`src/design/sbl_params.svh`:
```
// sbl_params.svh: byte codes, packet sizes and result codes of the loader
// assumes: included by bare name from every design file that needs it
`ifndef SBL_PARAMS_SVH
`define SBL_PARAMS_SVH

// ----------------------------------------------------------------------
// answer and sync bytes
// ----------------------------------------------------------------------
`define SBL_ACK_BYTE 8'hCC
`define SBL_NAK_BYTE 8'h33
`define SBL_SYNC_BYTE 8'h55
`define SBL_SYNC_COUNT 2'h2

// ----------------------------------------------------------------------
// command codes and their payload sizes (command byte included, except in SBL_MAX_DATA)
// ----------------------------------------------------------------------
`define SBL_CMD_PING 8'h20
`define SBL_CMD_DOWNLOAD 8'h21
`define SBL_CMD_RUN 8'h22
`define SBL_CMD_STATUS 8'h23
`define SBL_CMD_SEND_DATA 8'h24
`define SBL_CMD_RESET 8'h25
`define SBL_PING_PAYLOAD 8'h01
`define SBL_DOWNLOAD_PAYLOAD 8'h09
`define SBL_RUN_PAYLOAD 8'h05
`define SBL_MAX_DATA 8'h08
`define SBL_PAYLOAD_SLOTS 9
`define SBL_STATUS_LEN 8'h03

// ----------------------------------------------------------------------
// last-command result codes and target range
// ----------------------------------------------------------------------
`define SBL_RES_SUCCESS 8'h40
`define SBL_RES_UNKNOWN_CMD 8'h41
`define SBL_RES_INVALID_CMD 8'h42
`define SBL_RES_INVALID_ADDR 8'h43
`define SBL_FLASH_BYTES 32'h0002_0000

`endif

```
`src/design/sbl_pkg.sv`:
```
// sbl_pkg: state and port-selection types of the loader
// assumes: compiled before the interface and the modules
package sbl_pkg;

  // ----------------------------------------------------------------------
  // types
  // ----------------------------------------------------------------------
  typedef enum logic [2:0] {
    S_RX, S_ERASE, S_PROG, S_ACK, S_PKT, S_HOST, S_SYNC
  } sbl_state_type;

  typedef enum logic [1:0] {PORT_NONE, PORT_UART, PORT_SSI} sbl_port_type;

  typedef enum logic [1:0] {
    POST_NONE, POST_STATUS, POST_RUN, POST_RESET
  } sbl_post_type;

  typedef enum logic [1:0] {P_LEN, P_SUM, P_DATA} sbl_rx_state_type;

endpackage : sbl_pkg

```
`src/design/sbl_pkt_if.sv`:
```
// sbl_pkt_if: byte feed into the packet receiver and the parsed packet out
// assumes: one clock, driven by the loader core and the receiver
`timescale 1ns/100ps
`default_nettype none

interface sbl_pkt_if;
  logic enable;
  logic byte_valid;
  logic [7:0] byte_data;
  logic done;
  logic good;
  logic [7:0] count;
  logic [7:0] payload [0:8];

  modport rx_side (input enable, byte_valid, byte_data,
                   output done, good, count, payload);
  modport core_side (output enable, byte_valid, byte_data,
                     input done, good, count, payload);
endinterface : sbl_pkt_if

`default_nettype wire

```
`src/design/sbl_loader_top.sv`:
```
// sbl_loader_top: packet command interpreter of the serial boot loader
// assumes: byte-level async and clocked serial ports outside; flash
// erase and byte program engines answer with done pulses
//
// Overview of operation
// - first byte is total packet length
// - second byte is payload byte sum
// - exactly length minus two payload bytes
// - answer 0xCC on success, 0x33 on failure
// - answer depends only on reception
// - zero bytes may precede any packet
// - outgoing packet bytes sent without gaps
// - first non-zero host byte is its answer
// - first payload byte is the command
// - one-byte probe sets last result to success
// - result query returns one-byte result packet
// - setup carries address then count, MSB first
// - setup erases whole range before answering
// - setup validity stored as last result
// - payload only after setup, addresses continue
// - session ends when byte count reached
// - NAKed payload leaves address unchanged
// - jump acknowledged before control passes
// - restart acknowledged before software reset
// - first used port locks out the other
// - async frame 8N1, outside this block
// - two 0x55 bytes answered with 0xCC
`timescale 1ns/100ps
`default_nettype none
`include "sbl_params.svh"

module sbl_loader_top (
  input wire logic ref_clk,
  input wire logic sys_rst,
  input wire logic uart_rx_valid,
  input wire logic [7:0] uart_rx_data,
  input wire logic uart_tx_ready,
  output logic uart_tx_valid,
  input wire logic ssi_rx_valid,
  input wire logic [7:0] ssi_rx_data,
  input wire logic ssi_tx_ready,
  output logic ssi_tx_valid,
  output logic [7:0] tx_data,
  output logic flash_erase_req,
  output logic [31:0] flash_erase_addr,
  output logic [31:0] flash_erase_size,
  input wire logic flash_erase_done,
  output logic flash_wr_req,
  output logic [31:0] flash_wr_addr,
  output logic [7:0] flash_wr_data,
  input wire logic flash_wr_done,
  output logic run_req,
  output logic [31:0] run_addr,
  output logic soft_reset
);

  sbl_pkg::sbl_state_type state;
  sbl_pkg::sbl_port_type port_sel;
  sbl_pkg::sbl_post_type post;
  logic [1:0] tx_vec;
  logic [1:0] sync_cnt;
  logic [7:0] last_result;
  logic [31:0] prog_addr;
  logic [31:0] prog_left;
  logic prog_active;
  logic [7:0] pidx;
  logic [1:0] bidx;
  logic sel_valid;
  logic [7:0] sel_data;
  logic [1:0] port_vec;
  logic tx_take;
  logic sync_hit;
  logic [31:0] dl_addr;
  logic [31:0] dl_size;
  logic dl_ok;

  sbl_pkt_if pkt ();

  // ----------------------------------------------------------------------
  // port selection and byte steering
  // ----------------------------------------------------------------------
  // an unlocked loader listens to the clocked port for packets
  always_comb begin
    sel_valid = (port_sel == sbl_pkg::PORT_UART) ? uart_rx_valid
                                                  : ssi_rx_valid;
    sel_data = (port_sel == sbl_pkg::PORT_UART) ? uart_rx_data
                                                 : ssi_rx_data;
  end

  assign port_vec = {port_sel == sbl_pkg::PORT_SSI,
                     port_sel == sbl_pkg::PORT_UART};
  assign tx_take = (tx_vec[0] && uart_tx_ready) ||
                   (tx_vec[1] && ssi_tx_ready);
  assign sync_hit = state == sbl_pkg::S_RX &&
                    port_sel == sbl_pkg::PORT_NONE && uart_rx_valid &&
                    uart_rx_data == `SBL_SYNC_BYTE &&
                    sync_cnt == `SBL_SYNC_COUNT - 2'h1;
  assign uart_tx_valid = tx_vec[0];
  assign ssi_tx_valid = tx_vec[1];

  assign pkt.enable = state == sbl_pkg::S_RX;
  assign pkt.byte_valid = sel_valid;
  assign pkt.byte_data = sel_data;

  sbl_packet_rx u_rx (
    .ref_clk(ref_clk),
    .sys_rst(sys_rst),
    .pkt(pkt)
  );

  // setup parameters, MSB first
  assign dl_addr = {pkt.payload[1], pkt.payload[2],
                    pkt.payload[3], pkt.payload[4]};
  assign dl_size = {pkt.payload[5], pkt.payload[6],
                    pkt.payload[7], pkt.payload[8]};
  assign dl_ok = dl_size != 32'h0000_0000 &&
                 dl_addr <= `SBL_FLASH_BYTES &&
                 dl_size <= `SBL_FLASH_BYTES - dl_addr;

  // ----------------------------------------------------------------------
  // port lock
  // ----------------------------------------------------------------------
  // sync pattern locks the async port, any non-zero byte the clocked one
  always_ff @(posedge ref_clk) begin
    if (sys_rst) begin
      port_sel <= sbl_pkg::PORT_NONE;
      sync_cnt <= 2'h0;
    end else if (port_sel == sbl_pkg::PORT_NONE &&
                 state == sbl_pkg::S_RX) begin
      if (ssi_rx_valid && ssi_rx_data != 8'h00) begin
        port_sel <= sbl_pkg::PORT_SSI;
      end else if (sync_hit) begin
        port_sel <= sbl_pkg::PORT_UART;
      end else if (uart_rx_valid) begin
        sync_cnt <= (uart_rx_data == `SBL_SYNC_BYTE) ?
                    sync_cnt + 2'h1 : 2'h0;
      end
    end
  end

  // ----------------------------------------------------------------------
  // command sequencer
  // ----------------------------------------------------------------------
  // receives, executes, answers and sends the result packet
  always_ff @(posedge ref_clk) begin
    if (sys_rst) begin
      state <= sbl_pkg::S_RX;
      post <= sbl_pkg::POST_NONE;
      tx_vec <= 2'b00;
      tx_data <= 8'h00;
      last_result <= `SBL_RES_SUCCESS;
      prog_addr <= 32'h0000_0000;
      prog_left <= 32'h0000_0000;
      prog_active <= 1'b0;
      pidx <= 8'h00;
      bidx <= 2'h0;
      flash_erase_req <= 1'b0;
      flash_erase_addr <= 32'h0000_0000;
      flash_erase_size <= 32'h0000_0000;
      flash_wr_req <= 1'b0;
      flash_wr_addr <= 32'h0000_0000;
      flash_wr_data <= 8'h00;
      run_req <= 1'b0;
      run_addr <= 32'h0000_0000;
      soft_reset <= 1'b0;
    end else begin
      run_req <= 1'b0;
      soft_reset <= 1'b0;
      unique case (state)
        sbl_pkg::S_RX: begin
          if (sync_hit) begin
            tx_data <= `SBL_ACK_BYTE;
            tx_vec <= 2'b01;
            state <= sbl_pkg::S_SYNC;
          end else if (pkt.done) begin
            // answer reflects reception only
            tx_data <= pkt.good ? `SBL_ACK_BYTE : `SBL_NAK_BYTE;
            tx_vec <= port_vec;
            state <= sbl_pkg::S_ACK;
            post <= sbl_pkg::POST_NONE;
            if (pkt.good) begin
              case (pkt.payload[0])
                `SBL_CMD_PING: begin
                  last_result <= (pkt.count == `SBL_PING_PAYLOAD) ?
                    `SBL_RES_SUCCESS : `SBL_RES_INVALID_CMD;
                end
                `SBL_CMD_STATUS: begin
                  post <= sbl_pkg::POST_STATUS;
                end
                `SBL_CMD_DOWNLOAD: begin
                  prog_active <= 1'b0;
                  if (pkt.count != `SBL_DOWNLOAD_PAYLOAD) begin
                    last_result <= `SBL_RES_INVALID_CMD;
                  end else if (!dl_ok) begin
                    last_result <= `SBL_RES_INVALID_ADDR;
                  end else begin
                    last_result <= `SBL_RES_SUCCESS;
                    prog_addr <= dl_addr;
                    prog_left <= dl_size;
                    flash_erase_addr <= dl_addr;
                    flash_erase_size <= dl_size;
                    flash_erase_req <= 1'b1;
                    tx_vec <= 2'b00;
                    state <= sbl_pkg::S_ERASE;
                  end
                end
                `SBL_CMD_SEND_DATA: begin
                  if (!prog_active || pkt.count < 8'h02 ||
                      pkt.count > `SBL_MAX_DATA + 8'h01) begin
                    last_result <= `SBL_RES_INVALID_CMD;
                  end else begin
                    last_result <= `SBL_RES_SUCCESS;
                    pidx <= 8'h01;
                    tx_vec <= 2'b00;
                    state <= sbl_pkg::S_PROG;
                  end
                end
                `SBL_CMD_RUN: begin
                  if (pkt.count == `SBL_RUN_PAYLOAD) begin
                    run_addr <= {pkt.payload[1], pkt.payload[2],
                                 pkt.payload[3], pkt.payload[4]};
                    post <= sbl_pkg::POST_RUN;
                  end else begin
                    last_result <= `SBL_RES_INVALID_CMD;
                  end
                end
                `SBL_CMD_RESET: begin
                  post <= sbl_pkg::POST_RESET;
                end
                default: begin
                  last_result <= `SBL_RES_UNKNOWN_CMD;
                end
              endcase
            end
          end
        end
        sbl_pkg::S_ERASE: begin
          if (flash_erase_done) begin
            flash_erase_req <= 1'b0;
            prog_active <= 1'b1;
            tx_data <= `SBL_ACK_BYTE;
            tx_vec <= port_vec;
            state <= sbl_pkg::S_ACK;
          end
        end
        sbl_pkg::S_PROG: begin
          if (flash_wr_req) begin
            if (flash_wr_done) begin
              flash_wr_req <= 1'b0;
              prog_addr <= prog_addr + 32'h0000_0001;
              prog_left <= prog_left - 32'h0000_0001;
              pidx <= pidx + 8'h01;
            end
          end else if (pidx < pkt.count && prog_left != 32'h0000_0000) begin
            flash_wr_req <= 1'b1;
            flash_wr_addr <= prog_addr;
            flash_wr_data <= pkt.payload[pidx[3:0]];
          end else begin
            prog_active <= prog_left != 32'h0000_0000;
            tx_data <= `SBL_ACK_BYTE;
            tx_vec <= port_vec;
            state <= sbl_pkg::S_ACK;
          end
        end
        sbl_pkg::S_ACK: begin
          if (tx_take) begin
            tx_vec <= 2'b00;
            state <= sbl_pkg::S_RX;
            unique case (post)
              sbl_pkg::POST_NONE: begin
              end
              sbl_pkg::POST_STATUS: begin
                tx_data <= `SBL_STATUS_LEN;
                tx_vec <= port_vec;
                bidx <= 2'h0;
                state <= sbl_pkg::S_PKT;
              end
              sbl_pkg::POST_RUN: begin
                run_req <= 1'b1;
              end
              sbl_pkg::POST_RESET: begin
                soft_reset <= 1'b1;
              end
            endcase
          end
        end
        sbl_pkg::S_PKT: begin
          // sum of a one-byte payload is the byte itself
          if (tx_take) begin
            bidx <= bidx + 2'h1;
            tx_data <= last_result;
            if (bidx == 2'h2) begin
              tx_vec <= 2'b00;
              state <= sbl_pkg::S_HOST;
            end
          end
        end
        sbl_pkg::S_HOST: begin
          if (sel_valid && sel_data != 8'h00) begin
            state <= sbl_pkg::S_RX;
          end
        end
        sbl_pkg::S_SYNC: begin
          if (tx_take) begin
            tx_vec <= 2'b00;
            state <= sbl_pkg::S_RX;
          end
        end
      endcase
    end
  end
endmodule : sbl_loader_top

`default_nettype wire

```
`src/design/sbl_packet_rx.sv`:
```
// sbl_packet_rx: gathers one packet, skips zero padding, checks the sum
// assumes: bytes arrive one per valid cycle; enable low restarts it
`timescale 1ns/100ps
`default_nettype none
`include "sbl_params.svh"

module sbl_packet_rx (
  input wire logic ref_clk,
  input wire logic sys_rst,
  sbl_pkt_if.rx_side pkt
);

  sbl_pkg::sbl_rx_state_type pstate;
  logic [7:0] left;
  logic [7:0] len;
  logic [7:0] sum_rx;
  logic [7:0] acc;
  logic [7:0] idx;

  // ----------------------------------------------------------------------
  // packet gathering
  // ----------------------------------------------------------------------
  // length, sum and payload bytes in turn; done pulses on the last byte
  always_ff @(posedge ref_clk) begin
    if (sys_rst) begin
      pstate <= sbl_pkg::P_LEN;
      left <= 8'h00;
      len <= 8'h00;
      sum_rx <= 8'h00;
      acc <= 8'h00;
      idx <= 8'h00;
      pkt.done <= 1'b0;
      pkt.good <= 1'b0;
      pkt.count <= 8'h00;
    end else begin
      pkt.done <= 1'b0;
      if (!pkt.enable) begin
        pstate <= sbl_pkg::P_LEN;
      end else if (pkt.byte_valid) begin
        unique case (pstate)
          sbl_pkg::P_LEN: begin
            if (pkt.byte_data != 8'h00) begin
              len <= pkt.byte_data;
              left <= pkt.byte_data - 8'h02;
              acc <= 8'h00;
              idx <= 8'h00;
              if (pkt.byte_data == 8'h01) begin
                pkt.done <= 1'b1;
                pkt.good <= 1'b0;
                pkt.count <= 8'h00;
              end else begin
                pstate <= sbl_pkg::P_SUM;
              end
            end
          end
          sbl_pkg::P_SUM: begin
            sum_rx <= pkt.byte_data;
            if (left == 8'h00) begin
              pkt.done <= 1'b1;
              pkt.good <= 1'b0; // no command byte at all
              pkt.count <= 8'h00;
              pstate <= sbl_pkg::P_LEN;
            end else begin
              pstate <= sbl_pkg::P_DATA;
            end
          end
          sbl_pkg::P_DATA: begin
            acc <= acc + pkt.byte_data;
            idx <= idx + 8'h01;
            left <= left - 8'h01;
            if (left == 8'h01) begin
              pkt.done <= 1'b1;
              pkt.good <= ((acc + pkt.byte_data) == sum_rx) && (len > 8'h02);
              pkt.count <= len - 8'h02;
              pstate <= sbl_pkg::P_LEN;
            end
          end
        endcase
      end
    end
  end

  // ----------------------------------------------------------------------
  // payload storage
  // ----------------------------------------------------------------------
  // bytes beyond the last slot are summed but not kept
  genvar g;
  generate
    for (g = 0; g < `SBL_PAYLOAD_SLOTS; g++) begin : g_slot
      always_ff @(posedge ref_clk) begin
        if (sys_rst) begin
          pkt.payload[g] <= 8'h00;
        end else if (pkt.enable && pkt.byte_valid &&
                     pstate == sbl_pkg::P_DATA && idx == 8'(g)) begin
          pkt.payload[g] <= pkt.byte_data;
        end
      end
    end
  endgenerate
endmodule : sbl_packet_rx

`default_nettype wire

```
`config.mk`:
```
export PLATFORM = sky130hd
export DESIGN_NAME = sbl_loader_top
export DESIGN_NICKNAME = d
export VERILOG_FILES = /design/src/design/sbl_pkg.sv /design/src/design/sbl_pkt_if.sv /design/src/design/sbl_loader_top.sv /design/src/design/sbl_packet_rx.sv
export VERILOG_INCLUDE_DIRS = /design/src /design/src/design
export SDC_FILE = /design/constraint.sdc
export NUM_CORES = 1
export LEC_CHECK = 0
export BUFFER_PORTS_ARGS = -buffer_cell sky130_fd_sc_hd__buf_2
export CELL_PAD_IN_SITES_DETAIL_PLACEMENT = 0
export CELL_PAD_IN_SITES_GLOBAL_PLACEMENT = 1
export CORE_MARGIN = 5
export CORE_UTILIZATION = 45
export CTS_CLUSTER_DIAMETER = 150
export DETAILED_ROUTE_END_ITERATION = 12
export GPL_TIMING_DRIVEN = 0
export PLACE_DENSITY = 0.87
export SLEW_MARGIN = 20
export SYNTH_ARGS = -nofsm -noshare
export SYNTH_HDL_FRONTEND = slang
export SYNTH_SLANG_ARGS = --single-unit
export TNS_END_PERCENT = 20
```
`constraint.sdc`:
```
create_clock -name ref_clk -period 6.1 [get_ports ref_clk]
set_input_delay 0.915 -clock ref_clk [delete_from_list [all_inputs] [get_ports ref_clk]]
set_output_delay 0.915 -clock ref_clk [all_outputs]
set_load 0.01 [all_outputs]
```
### Yosys cells after proc, flatten, opt, wreduce, memory -nomap -nowiden

Cells that the tools add are included.

* $add $sub $neg: 11
* multipliers: 0
* divide/modulo/power cells: 0
* order comparisons: 7
* equality and inequality tests: 62
* shift operators: 0
* muxes and demuxes: 136
* bitwise logic cells: 10
* reductions and logical operators: 68

Operators with widths (count)
* 32-bit 2-to-1 mux: 16
* 8-bit 2-to-1 mux: 26
* 32-bit case mux with 2 select lines: 2
* 8-bit case mux with 5 select lines: 2
* 2-bit 2-to-1 mux: 33
* 8-bit case mux with 2 select lines: 4
* 32-bit nonzero test: 2
* 8-bit by 6-bit == test with 1-bit output (second input constant): 6
* 2-bit inequality test (second input constant): 22
* 8-bit by 3-bit == test with 1-bit output (second input constant): 5
* 3-bit 2-to-1 mux: 11
* 32-bit by 1-bit adder with 32-bit output (second input constant): 1
* 8-bit binary-select mux with 4-bit select: 1
* 8-bit by 1-bit == test with 1-bit output (second input constant): 4
* 32-bit by 18-bit less-or-equal comparator with 1-bit output (second input constant): 1
* 32-bit less-or-equal comparator: 1
* 8-bit AND reduction: 4
* 18-bit by 32-bit subtractor with 32-bit output (first input constant): 1
* 32-bit by 1-bit subtractor with 32-bit output (second input constant): 1
* 1-bit 2-to-1 mux: 29
* 9-bit AND reduction: 3
* 8-bit case mux with 3 select lines: 1
* 1-bit logical AND: 23
* 3-bit case mux with 7 select lines: 1
* 46 further kinds: 94

* register bits: 366
* bits in latches: 0
* bits in writable memories: 0
* memory bits (read-only): 0
* bits of input ports: 24
* output and inout port bits: 150
* logic and storage cells: 333
* memories: 0

### Logic depth before layout (Yosys ltp)

Gate-level depths: netlist of the first run.

* word-level depth: 10
* gate-level depth with buffers: 19
* gate-level depth less buffers: 15

### By module

From an unflattened synthesis of the first run, not the netlist that was laid out.

* cells, all modules: 2331
* area total of the unflattened synthesis: 18391.4 µm²

Modules (own cells, without submodules)
* sbl_loader_top: instances 1, cells an instance 1629, area each 12729.7 µm², seq. area each 4664.5 µm²
* sbl_packet_rx: instances 1, cells an instance 702, area each 5661.7 µm², seq. area each 2482.4 µm²

### Worst setup path before layout of the first run

Ideal clock, no wire load.

* path type: reg-to-reg
* from: reg u_rx.pkt.payload[39]
* to: reg prog_addr[23]
* arrival time: 4839 ps
* data required time: 5978 ps
* slack: 1139 ps
* cell stages (with the launch flop): 18
* buffers on the path: 4
* clock period less this slack: 4961 ps
* cells stage by stage: dfxtp_1 buf_2 or4_4 or3_1 o31a_1 or3_1 or4_1 xnor2_1 ha_1 nand4_1 nor4_1 and3b_1 a21oi_1 or4_1 clkbuf_1 buf_6 buf_2 a311o_1

* word-level cells in the longest chain between the ends: 5
* elaborated cells between the ends (all ways): 7

Ends and longest elaborated chain
* start: declaration: RTL line sbl_pkt_if.sv:16 `output done, good, count, payload);`
* start signal: indexed assignment: RTL line sbl_packet_rx.sv:95 `pkt.payload[g] <= pkt.byte_data;`
* 18-bit by 32-bit subtractor with 32-bit output (no line) or 32-bit by 18-bit less-or-equal comparator with 1-bit output (tied branches)
* 32-bit less-or-equal comparator or 1-bit logical AND (tied branches)
* 1-bit logical AND *: RTL line sbl_loader_top.sv:116 `assign dl_ok = dl_size != 32'h0000_0000 &&`
* 2-bit inequality test (no line) *
* 9-bit AND reduction (no line) *
* end signal: assignment: RTL line sbl_loader_top.sv:198 `prog_addr <= dl_addr;`
* end signal: assignment: RTL line sbl_loader_top.sv:250 `prog_addr <= prog_addr + 32'h0000_0001;`
* end: declaration: RTL line sbl_loader_top.sv:63 `logic [31:0] prog_addr;`

Mark *: on every way between the ends. The rest lies on a longest branch, timed or not.
A chain may end at the register's enable or synchronous reset.

### Worst setup path in the final report of the first run

* from: reg u_rx.pkt.payload[41]
* to: reg prog_addr[27]

Same word-level chain as after synthesis.

==> results of run 1 <==
==> worst min path at each step <==
| stage | startpoint | to | slack (ns) | cells after the start |
|---|---|---|---|---|
| 3_5_place_dp | run_addr[26]$_SDFFE_PP0P_ | run_addr[26]$_SDFFE_PP0P_ | 0.45 | 2 |
| 2_1_floorplan | u_rx.acc[0]$_SDFFE_PP0P_ | u_rx.acc[0]$_SDFFE_PP0P_ | 0.44 | 2 |
| 5_1_grt | run_addr[13]$_SDFFE_PP0P_ | run_addr[13]$_SDFFE_PP0P_ | 0.48 | 2 |
| 4_1_cts | run_addr[26]$_SDFFE_PP0P_ | run_addr[26]$_SDFFE_PP0P_ | 0.46 | 2 |
| 6_report | run_addr[3]$_SDFFE_PP0P_ | run_addr[3]$_SDFFE_PP0P_ | 0.46 | 2 |
| 3_3_place_gp | u_rx.acc[0]$_SDFFE_PP0P_ | u_rx.acc[0]$_SDFFE_PP0P_ | 0.44 | 2 |
==> report_power, final <==
group          internal, uW  switching (uW)  total (uW)  leakage (uW)
Clock                  1410            1010        2420      0.000635
Combinational           335             814        1150       0.00480
Sequential             2400            61.7        2460       0.00288
==> kinds of logic after synthesis <==
kind of cell / count (synthesis) / synth area share (%)
AOI/OAI and AO/OA: 593 / 20.05
buffers and inverters: 243 / 5.077
and+or+nand+nor: 883 / 22.36
DFF: 357 / 37.86
adders and majority gates: 64 / 4.282
muxes: 117 / 7.304
xor gates and xnor gates: 66 / 3.062
==> critical path, delay by kind of cell (launching register included) <==
family	cells	cell delay, ns
AO/OA/AOI/OAI	4	1.24
flip-flops	1	0.56
AND/OR/NAND/NOR	8	2.61
XOR/XNOR	1	0.15
buffers and inverters	3	0.86
adder cells (fa/ha/maj)	1	0.31
==> state kept, by name (all words and copies together), names as in the netlist, 5 cells and up <==
signal and count:
u_rx.pkt.payload 72, flash_erase_addr 32, flash_erase_size 32, flash_wr_addr 32, prog_addr 32, prog_left 32
run_addr 32, flash_wr_data 8, pidx 8, u_rx.acc 8, u_rx.idx 8, u_rx.left 8
u_rx.len 8, u_rx.pkt.count 8, u_rx.sum_rx 8, tx_data 5
==> routing by layer <==
metal	routed length [um]	vias up	part of all wire, %	track usage, %
li1	-	8937	-	-
met1	31550	9477	40	41.89
met2	34900	1088	44	51.25
met3	8114	259	10	6.924
met4	4845	0	6.1	17.33
met5	0	-	0	0
==> through the flow <==
stage               instance area [um^2]  cells  hold WS (ns)
floorplan                          18880   2323        0.4356
global placement                   20420   3035        0.4437
detailed placement                 20490   3037        0.4478
CTS                                21780   3106        0.4577
global route                       21880   3110        0.4826
finish                             21890   3111        0.4560
==> repair_timing <==
| item | 4_1_cts | 5_1_grt |
|---|---|---|
| setup buffers | 0 | 5 |
| setup endpoints to repair | 53 | 127 |
| pin swaps | 0 | 0 |
| resized for setup | 5 | 8 |
==> cell usage after synthesis (6+ instances only) <==
library cell / instances / area, um^2
a211oi_1: 77 / 578.1
a21o_1: 7 / 52.55
a21oi_1: 210 / 1051
a221oi_1: 12 / 105.1
a22oi_1: 11 / 82.58
a311o_1: 13 / 130.1
a311oi_1: 8 / 70.07
a31oi_1: 19 / 118.9
a32o_1: 9 / 90.09
and3_1: 29 / 181.4
buf_1: 9 / 33.78
buf_2: 11 / 55.05
clkbuf_1: 161 / 604.3
dfxtp_1: 357 / 7147
ha_1: 63 / 788.3
inv_1: 51 / 191.4
mux2_2: 6 / 67.56
mux2i_1: 95 / 950.9
mux4_2: 16 / 360.4
nand2_1: 199 / 747.0
nand2b_1: 14 / 87.58
nand3_1: 123 / 615.6
nand3b_1: 6 / 45.04
nand4_1: 28 / 175.2
nor2_1: 272 / 1021
nor2b_1: 9 / 56.30
nor3_1: 76 / 380.4
nor4_1: 39 / 244.0
nor4b_1: 10 / 87.58
o211ai_1: 14 / 105.1
o21a_1: 8 / 60.06
o21ai_0: 111 / 555.5
o22ai_1: 17 / 106.4
o31ai_1: 11 / 82.58
o32ai_1: 11 / 96.34
o41ai_1: 9 / 78.83
or2_2: 10 / 62.56
or3_1: 27 / 168.9
or4_1: 16 / 120.1
xnor2_1: 28 / 245.2
xor2_1: 38 / 332.8
==> layout make-up <==
cell class	count	area, um^2	share of cell area (%)
clock inverters	7	60.06	0.2744
repair buffers	180	915.9	4.185
diodes	1	2.502	0.01143
clock buffers	63	1219	5.568
multi-input cells	1723	10910	49.84
inverters	54	202.7	0.9261
well taps	539	674.4	3.081
flip-flops and latches	357	7147	32.65
plain buffers	187	757.0	3.459
==> results_dict.tcl, run 1 <==
set metrics [dict create \
    outcome "finished, final reports clean" \
    grt_start_max_net_pins 20 \
    setup_viol 0 \
    layout-area-overhead-vs-synth_pct 15.94 \
    cp-end-kind "flop" \
    critPathMaxStageDelay_ns 0.64 \
    grt_usage_pct 32.50 \
    fin_crit_sh_pct 96.33 \
    crit_end "prog_addr[27]$_SDFFE_PP0P_" \
    first_global_vias 18470 \
    cp_data_required_time_ns 6.56 \
    slew_violations 0 \
    timing_worst_setup_path_type "flop to flop" \
    fillers 3968 \
    grt_pass1_wl_um 115900 \
    post-route-drc-count 0 \
    post-route-util_pct 52.41 \
    mostFrequentLayoutCells "dfxtp_1 (357), nor2_1 (272), a21oi_1 (209), nand2_1 (198), buf_2 (183)" \
    pre_cts_slack_ns -0.2712 \
    drt-wirelength-per-cell_um 25.53 \
    p_total_uw 6029 \
    dr_total_vias 19760 \
    synth_cell_types 78 \
    viasPerCell 6.352 \
    worstReg2RegEnd "prog_addr[27]$_SDFFE_PP0P_" \
    core_area_mm2 0.04176 \
    worst_slew_pin_slew_ns 1.227 \
    die_x_um 214.8 \
    htree_levels 2 \
    die-area_mm2 0.04615 \
    yosysSeqAreaShare_pct 37.86 \
    grt_overflow 0 \
    synth_nets 2411 \
    cts_made_buffers 40 \
    netlist_instances 2323 \
    max_freq_mhz 170.2 \
    clk_pin_slew_ns 0.06 \
    yosys_warnings 0 \
    setup_slack_ns 0.2236 \
    boundaryPins 174 \
    clk_latency_ns 0.57 \
    cpMaxStageDelayCell "a21oi_2" \
    ant_nets 0 \
    critPathLaunchType "flop" \
    relSlewSlack_pct 17.58 \
    synth-edff-count 0 \
    r2r-start "u_rx.pkt.payload[41]$_SDFFE_PP0P_" \
    crit_arrival_ns 6.34 \
    wirelength_um 79410 \
    min_period_ns 5.876 \
    rows 75 \
    place.gp.congestion 0.9856 \
    crit_fanout 19 \
    drive_above_1_share_pct 12.68 \
    cts_root_buffer "clkbuf_16" \
    dieHeight_um 214.8 \
    cts_tree "built" \
    rrSetupSlack_ns 0.22 \
    ys_ff_latch 357 \
    place_hpwl_um 58070 \
    synthFlopType "dfxtp_1" \
    portBuffers 173 \
    p_per_area_mw_per_mm2 275.5 \
    syn_area_per_cell_um2 8.126 \
    worstHoldPathType "flop to flop" \
    report.final.hold_viol_count 0 \
    reg2reg_depth 17 \
    setup_tns_ns 0 \
    path_cells "or4_4 > or3_1 > o31a_1 > or3_1 > or4_1 > xnor2_1 > ha_1 > nand4_1 > nor2_1 > a221oi_1 > a21oi_2 > or4_1 > clkbuf_1 > buf_6 > buf_2 > a2bb2oi_1 > nor4_1" \
    cts_hold_buf 0 \
    cts_max_path_buffers 3 \
    crit_start "u_rx.pkt.payload[41]$_SDFFE_PP0P_" \
    cts_sinks 357 \
    cellLeakagePower_uw 0.008312 \
    grt_antenna_before_repair 2 \
    final_nets 2631 \
    skew_ns 0.02143 \
    cap_violations 0 \
    start_util_pct 45.20 \
    async_reset_ff_share_pct 0 \
    rsz0062_at_grt "false" \
    peakVddDrop_v 0.0001427 \
    synth.cell_area_mm2 0.01888 \
    final_common_cell "dfxtp_1" \
    dr.pass1.iters 6 \
    drt_iter0_drc 2516 \
]
(Power assumes the default switching activity.)
==> run 2: changes to the inputs <==
--- a/config.mk
+++ b/config.mk
@@ -6,7 +6,7 @@
 export SDC_FILE = /design/constraint.sdc
 export NUM_CORES = 1
 export LEC_CHECK = 0
-export BUFFER_PORTS_ARGS = -buffer_cell sky130_fd_sc_hd__buf_2
+export BUFFER_PORTS_ARGS = -buffer_cell sky130_fd_sc_hd__buf_4
 export CELL_PAD_IN_SITES_DETAIL_PLACEMENT = 0
 export CELL_PAD_IN_SITES_GLOBAL_PLACEMENT = 1
 export CORE_MARGIN = 5
@@ -15,6 +15,7 @@
 export DETAILED_ROUTE_END_ITERATION = 12
 export GPL_TIMING_DRIVEN = 0
 export PLACE_DENSITY = 0.87
+export RECOVER_POWER = 100
 export SLEW_MARGIN = 20
 export SYNTH_ARGS = -nofsm -noshare
 export SYNTH_HDL_FRONTEND = slang
==> results_dict.tcl, run 2 (synthesis gave the netlist of run 1 again) <==
set metrics [dict create \
    stdcell_area_mm2 0.02198 \
    clk_pin_slew_ns 0.06 \
    whs_ns 0.4566 \
    layout-area-overhead-vs-synth_pct 16.42 \
    p_per_area_mw_per_mm2 294.8 \
    cts_root_buffer "clkbuf_16" \
    die_x_um 214.8 \
    cp_data_required_time_ns 6.53 \
    cellLeakagePower_uw 0.007799 \
    rrSetupSlack_ns 0.22 \
    timing_worst_setup_path_type "flop to flop" \
    portBuffers 173 \
    slew_violations 10 \
    drt-wirelength-per-cell_um 26.10 \
    htree_levels 2 \
    diodes 0 \
    final_nets 2631 \
    core_area_mm2 0.04176 \
    cp-end-kind "flop" \
    relSlewSlack_pct -2.878 \
    max_freq_mhz 170.0 \
    clk_latency_ns 0.59 \
    grt_usage_pct 33.47 \
    grt_overflow 0 \
    largest_reg_flops 72 \
    report.final.hold_viol_count 0 \
    die-area_mm2 0.04615 \
    place.gp.congestion 1.018 \
    dieHeight_um 214.8 \
    critPathLaunchType "flop" \
    cts_sinks 357 \
    cts_max_path_buffers 3 \
    rows 75 \
    dpl_cell_area_mm2 0.02094 \
    worst_slew_pin_slew_ns 1.500 \
    rsz0062_at_grt "false" \
    violations "max-capacitance violations, max-slew violations" \
    instances_no_fill 3114 \
    peakVddDrop_v 0.0001736 \
    cap_violations 1 \
    setup_viol 0 \
    dr_total_vias 19740 \
    viasPerCell 6.340 \
    min_period_ns 5.881 \
    mostFrequentLayoutCells "dfxtp_1 (357), clkbuf_1 (314), nor2_1 (272), a21oi_1 (209), nand2_1 (197)" \
    wirelength_um 81270 \
    grt_pass1_wl_um 118700 \
    fin_crit_sh_pct 96.42 \
    worstHoldPathType "flop to flop" \
    boundaryPins 174 \
    grt_antenna_before_repair 2 \
    first_global_vias 18420 \
    outcome "finished, violations left" \
    post-route-util_pct 52.63 \
    setup_tns_ns 0 \
    crit_fanout 10 \
    cts_tree "built" \
    grt_start_max_net_pins 14 \
    skew_ns 0.02136 \
    dr.pass1.iters 8 \
    place_hpwl_um 58380 \
    start_util_pct 45.20 \
    drt_iter0_drc 2276 \
    cts_made_buffers 41 \
    post-route-drc-count 0 \
    cts_hold_buf 0 \
    largest_register "u_rx.pkt.payload" \
    final_common_cell "dfxtp_1" \
    crit_arrival_ns 6.31 \
    drive_above_1_share_pct 6.951 \
    dp_cells 3037 \
    ant_nets 0 \
]
run 2: routing by layer:
| metal | global-route usage, % | vias to the layer above | wire, um |
|---|---|---|---|
| met5 | 0 | - | 0 |
| met4 | 15.25 | 0 | 4174 |
| met3 | 6.769 | 254 | 8328 |
| met2 | 52.85 | 1096 | 36140 |
| met1 | 44.37 | 9462 | 32630 |
| li1 | - | 8930 | - |
run 2: metrics by stage:
stage,power [uW],setup slack (ns)
floorplan,3211,1.139
global placement,3607,-0.3403
CTS,6462,-0.02871
detailed placement,3621,-0.4201
global route,6684,0.05051
finish,6478,0.2186
run 2: report_power, final:
group	switching (uW)	internal, uW	total (uW)	leakage, uW
logic	810	333	1140	0.00415
clock network	1070	1800	2880	0.000765
registers	61.3	2400	2460	0.00288
run 2: worst paths after layout:
kind	end	cells past startpoint	from
worst max-delay path	prog_left[0]$_SDFFE_PP0P_	19	u_rx.pkt.payload[39]$_SDFFE_PP0P_
worst min-delay path	run_addr[2]$_SDFFE_PP0P_	2	run_addr[2]$_SDFFE_PP0P_
worst max register to register	prog_left[0]$_SDFFE_PP0P_	19	u_rx.pkt.payload[39]$_SDFFE_PP0P_
worst min register to register	run_addr[2]$_SDFFE_PP0P_	2	run_addr[2]$_SDFFE_PP0P_
run 2: worst max-delay path, stage by stage (launching register included):
cell      delay [ns]
dfxtp_1         0.29
buf_2           0.24
or4_4           0.59
or3_1           0.40
or3_1           0.46
a211o_1         0.39
nor2_1          0.24
nand2_1         0.10
xnor2_1         0.15
ha_1            0.31
nand4_1         0.16
nor4_2          0.43
and3b_1         0.26
a21oi_2         0.15
or4_1           0.57
clkbuf_1        0.17
buf_6           0.17
clkbuf_2        0.27
a31oi_1         0.25
o31ai_1         0.10
run 2: repair_timing:
action,CTS,global route
pin swaps,0,0
setup buffers,1,2
gates resized for setup,8,6
endpoints found under the setup margin,117,121
run 2: cell type report:
| class | count | area, um^2 |
|---|---|---|
| inverter | 54 | 202.7 |
| sequential | 357 | 7147 |
| tap | 539 | 674.4 |
| fill | 4207 | 19780 |
| multi-input combinational | 1723 | 10870 |
| clock inverter | 22 | 396.6 |
| clock buffer | 53 | 1154 |
| buffer | 188 | 760.7 |
| timing repair buffer | 178 | 773.2 |
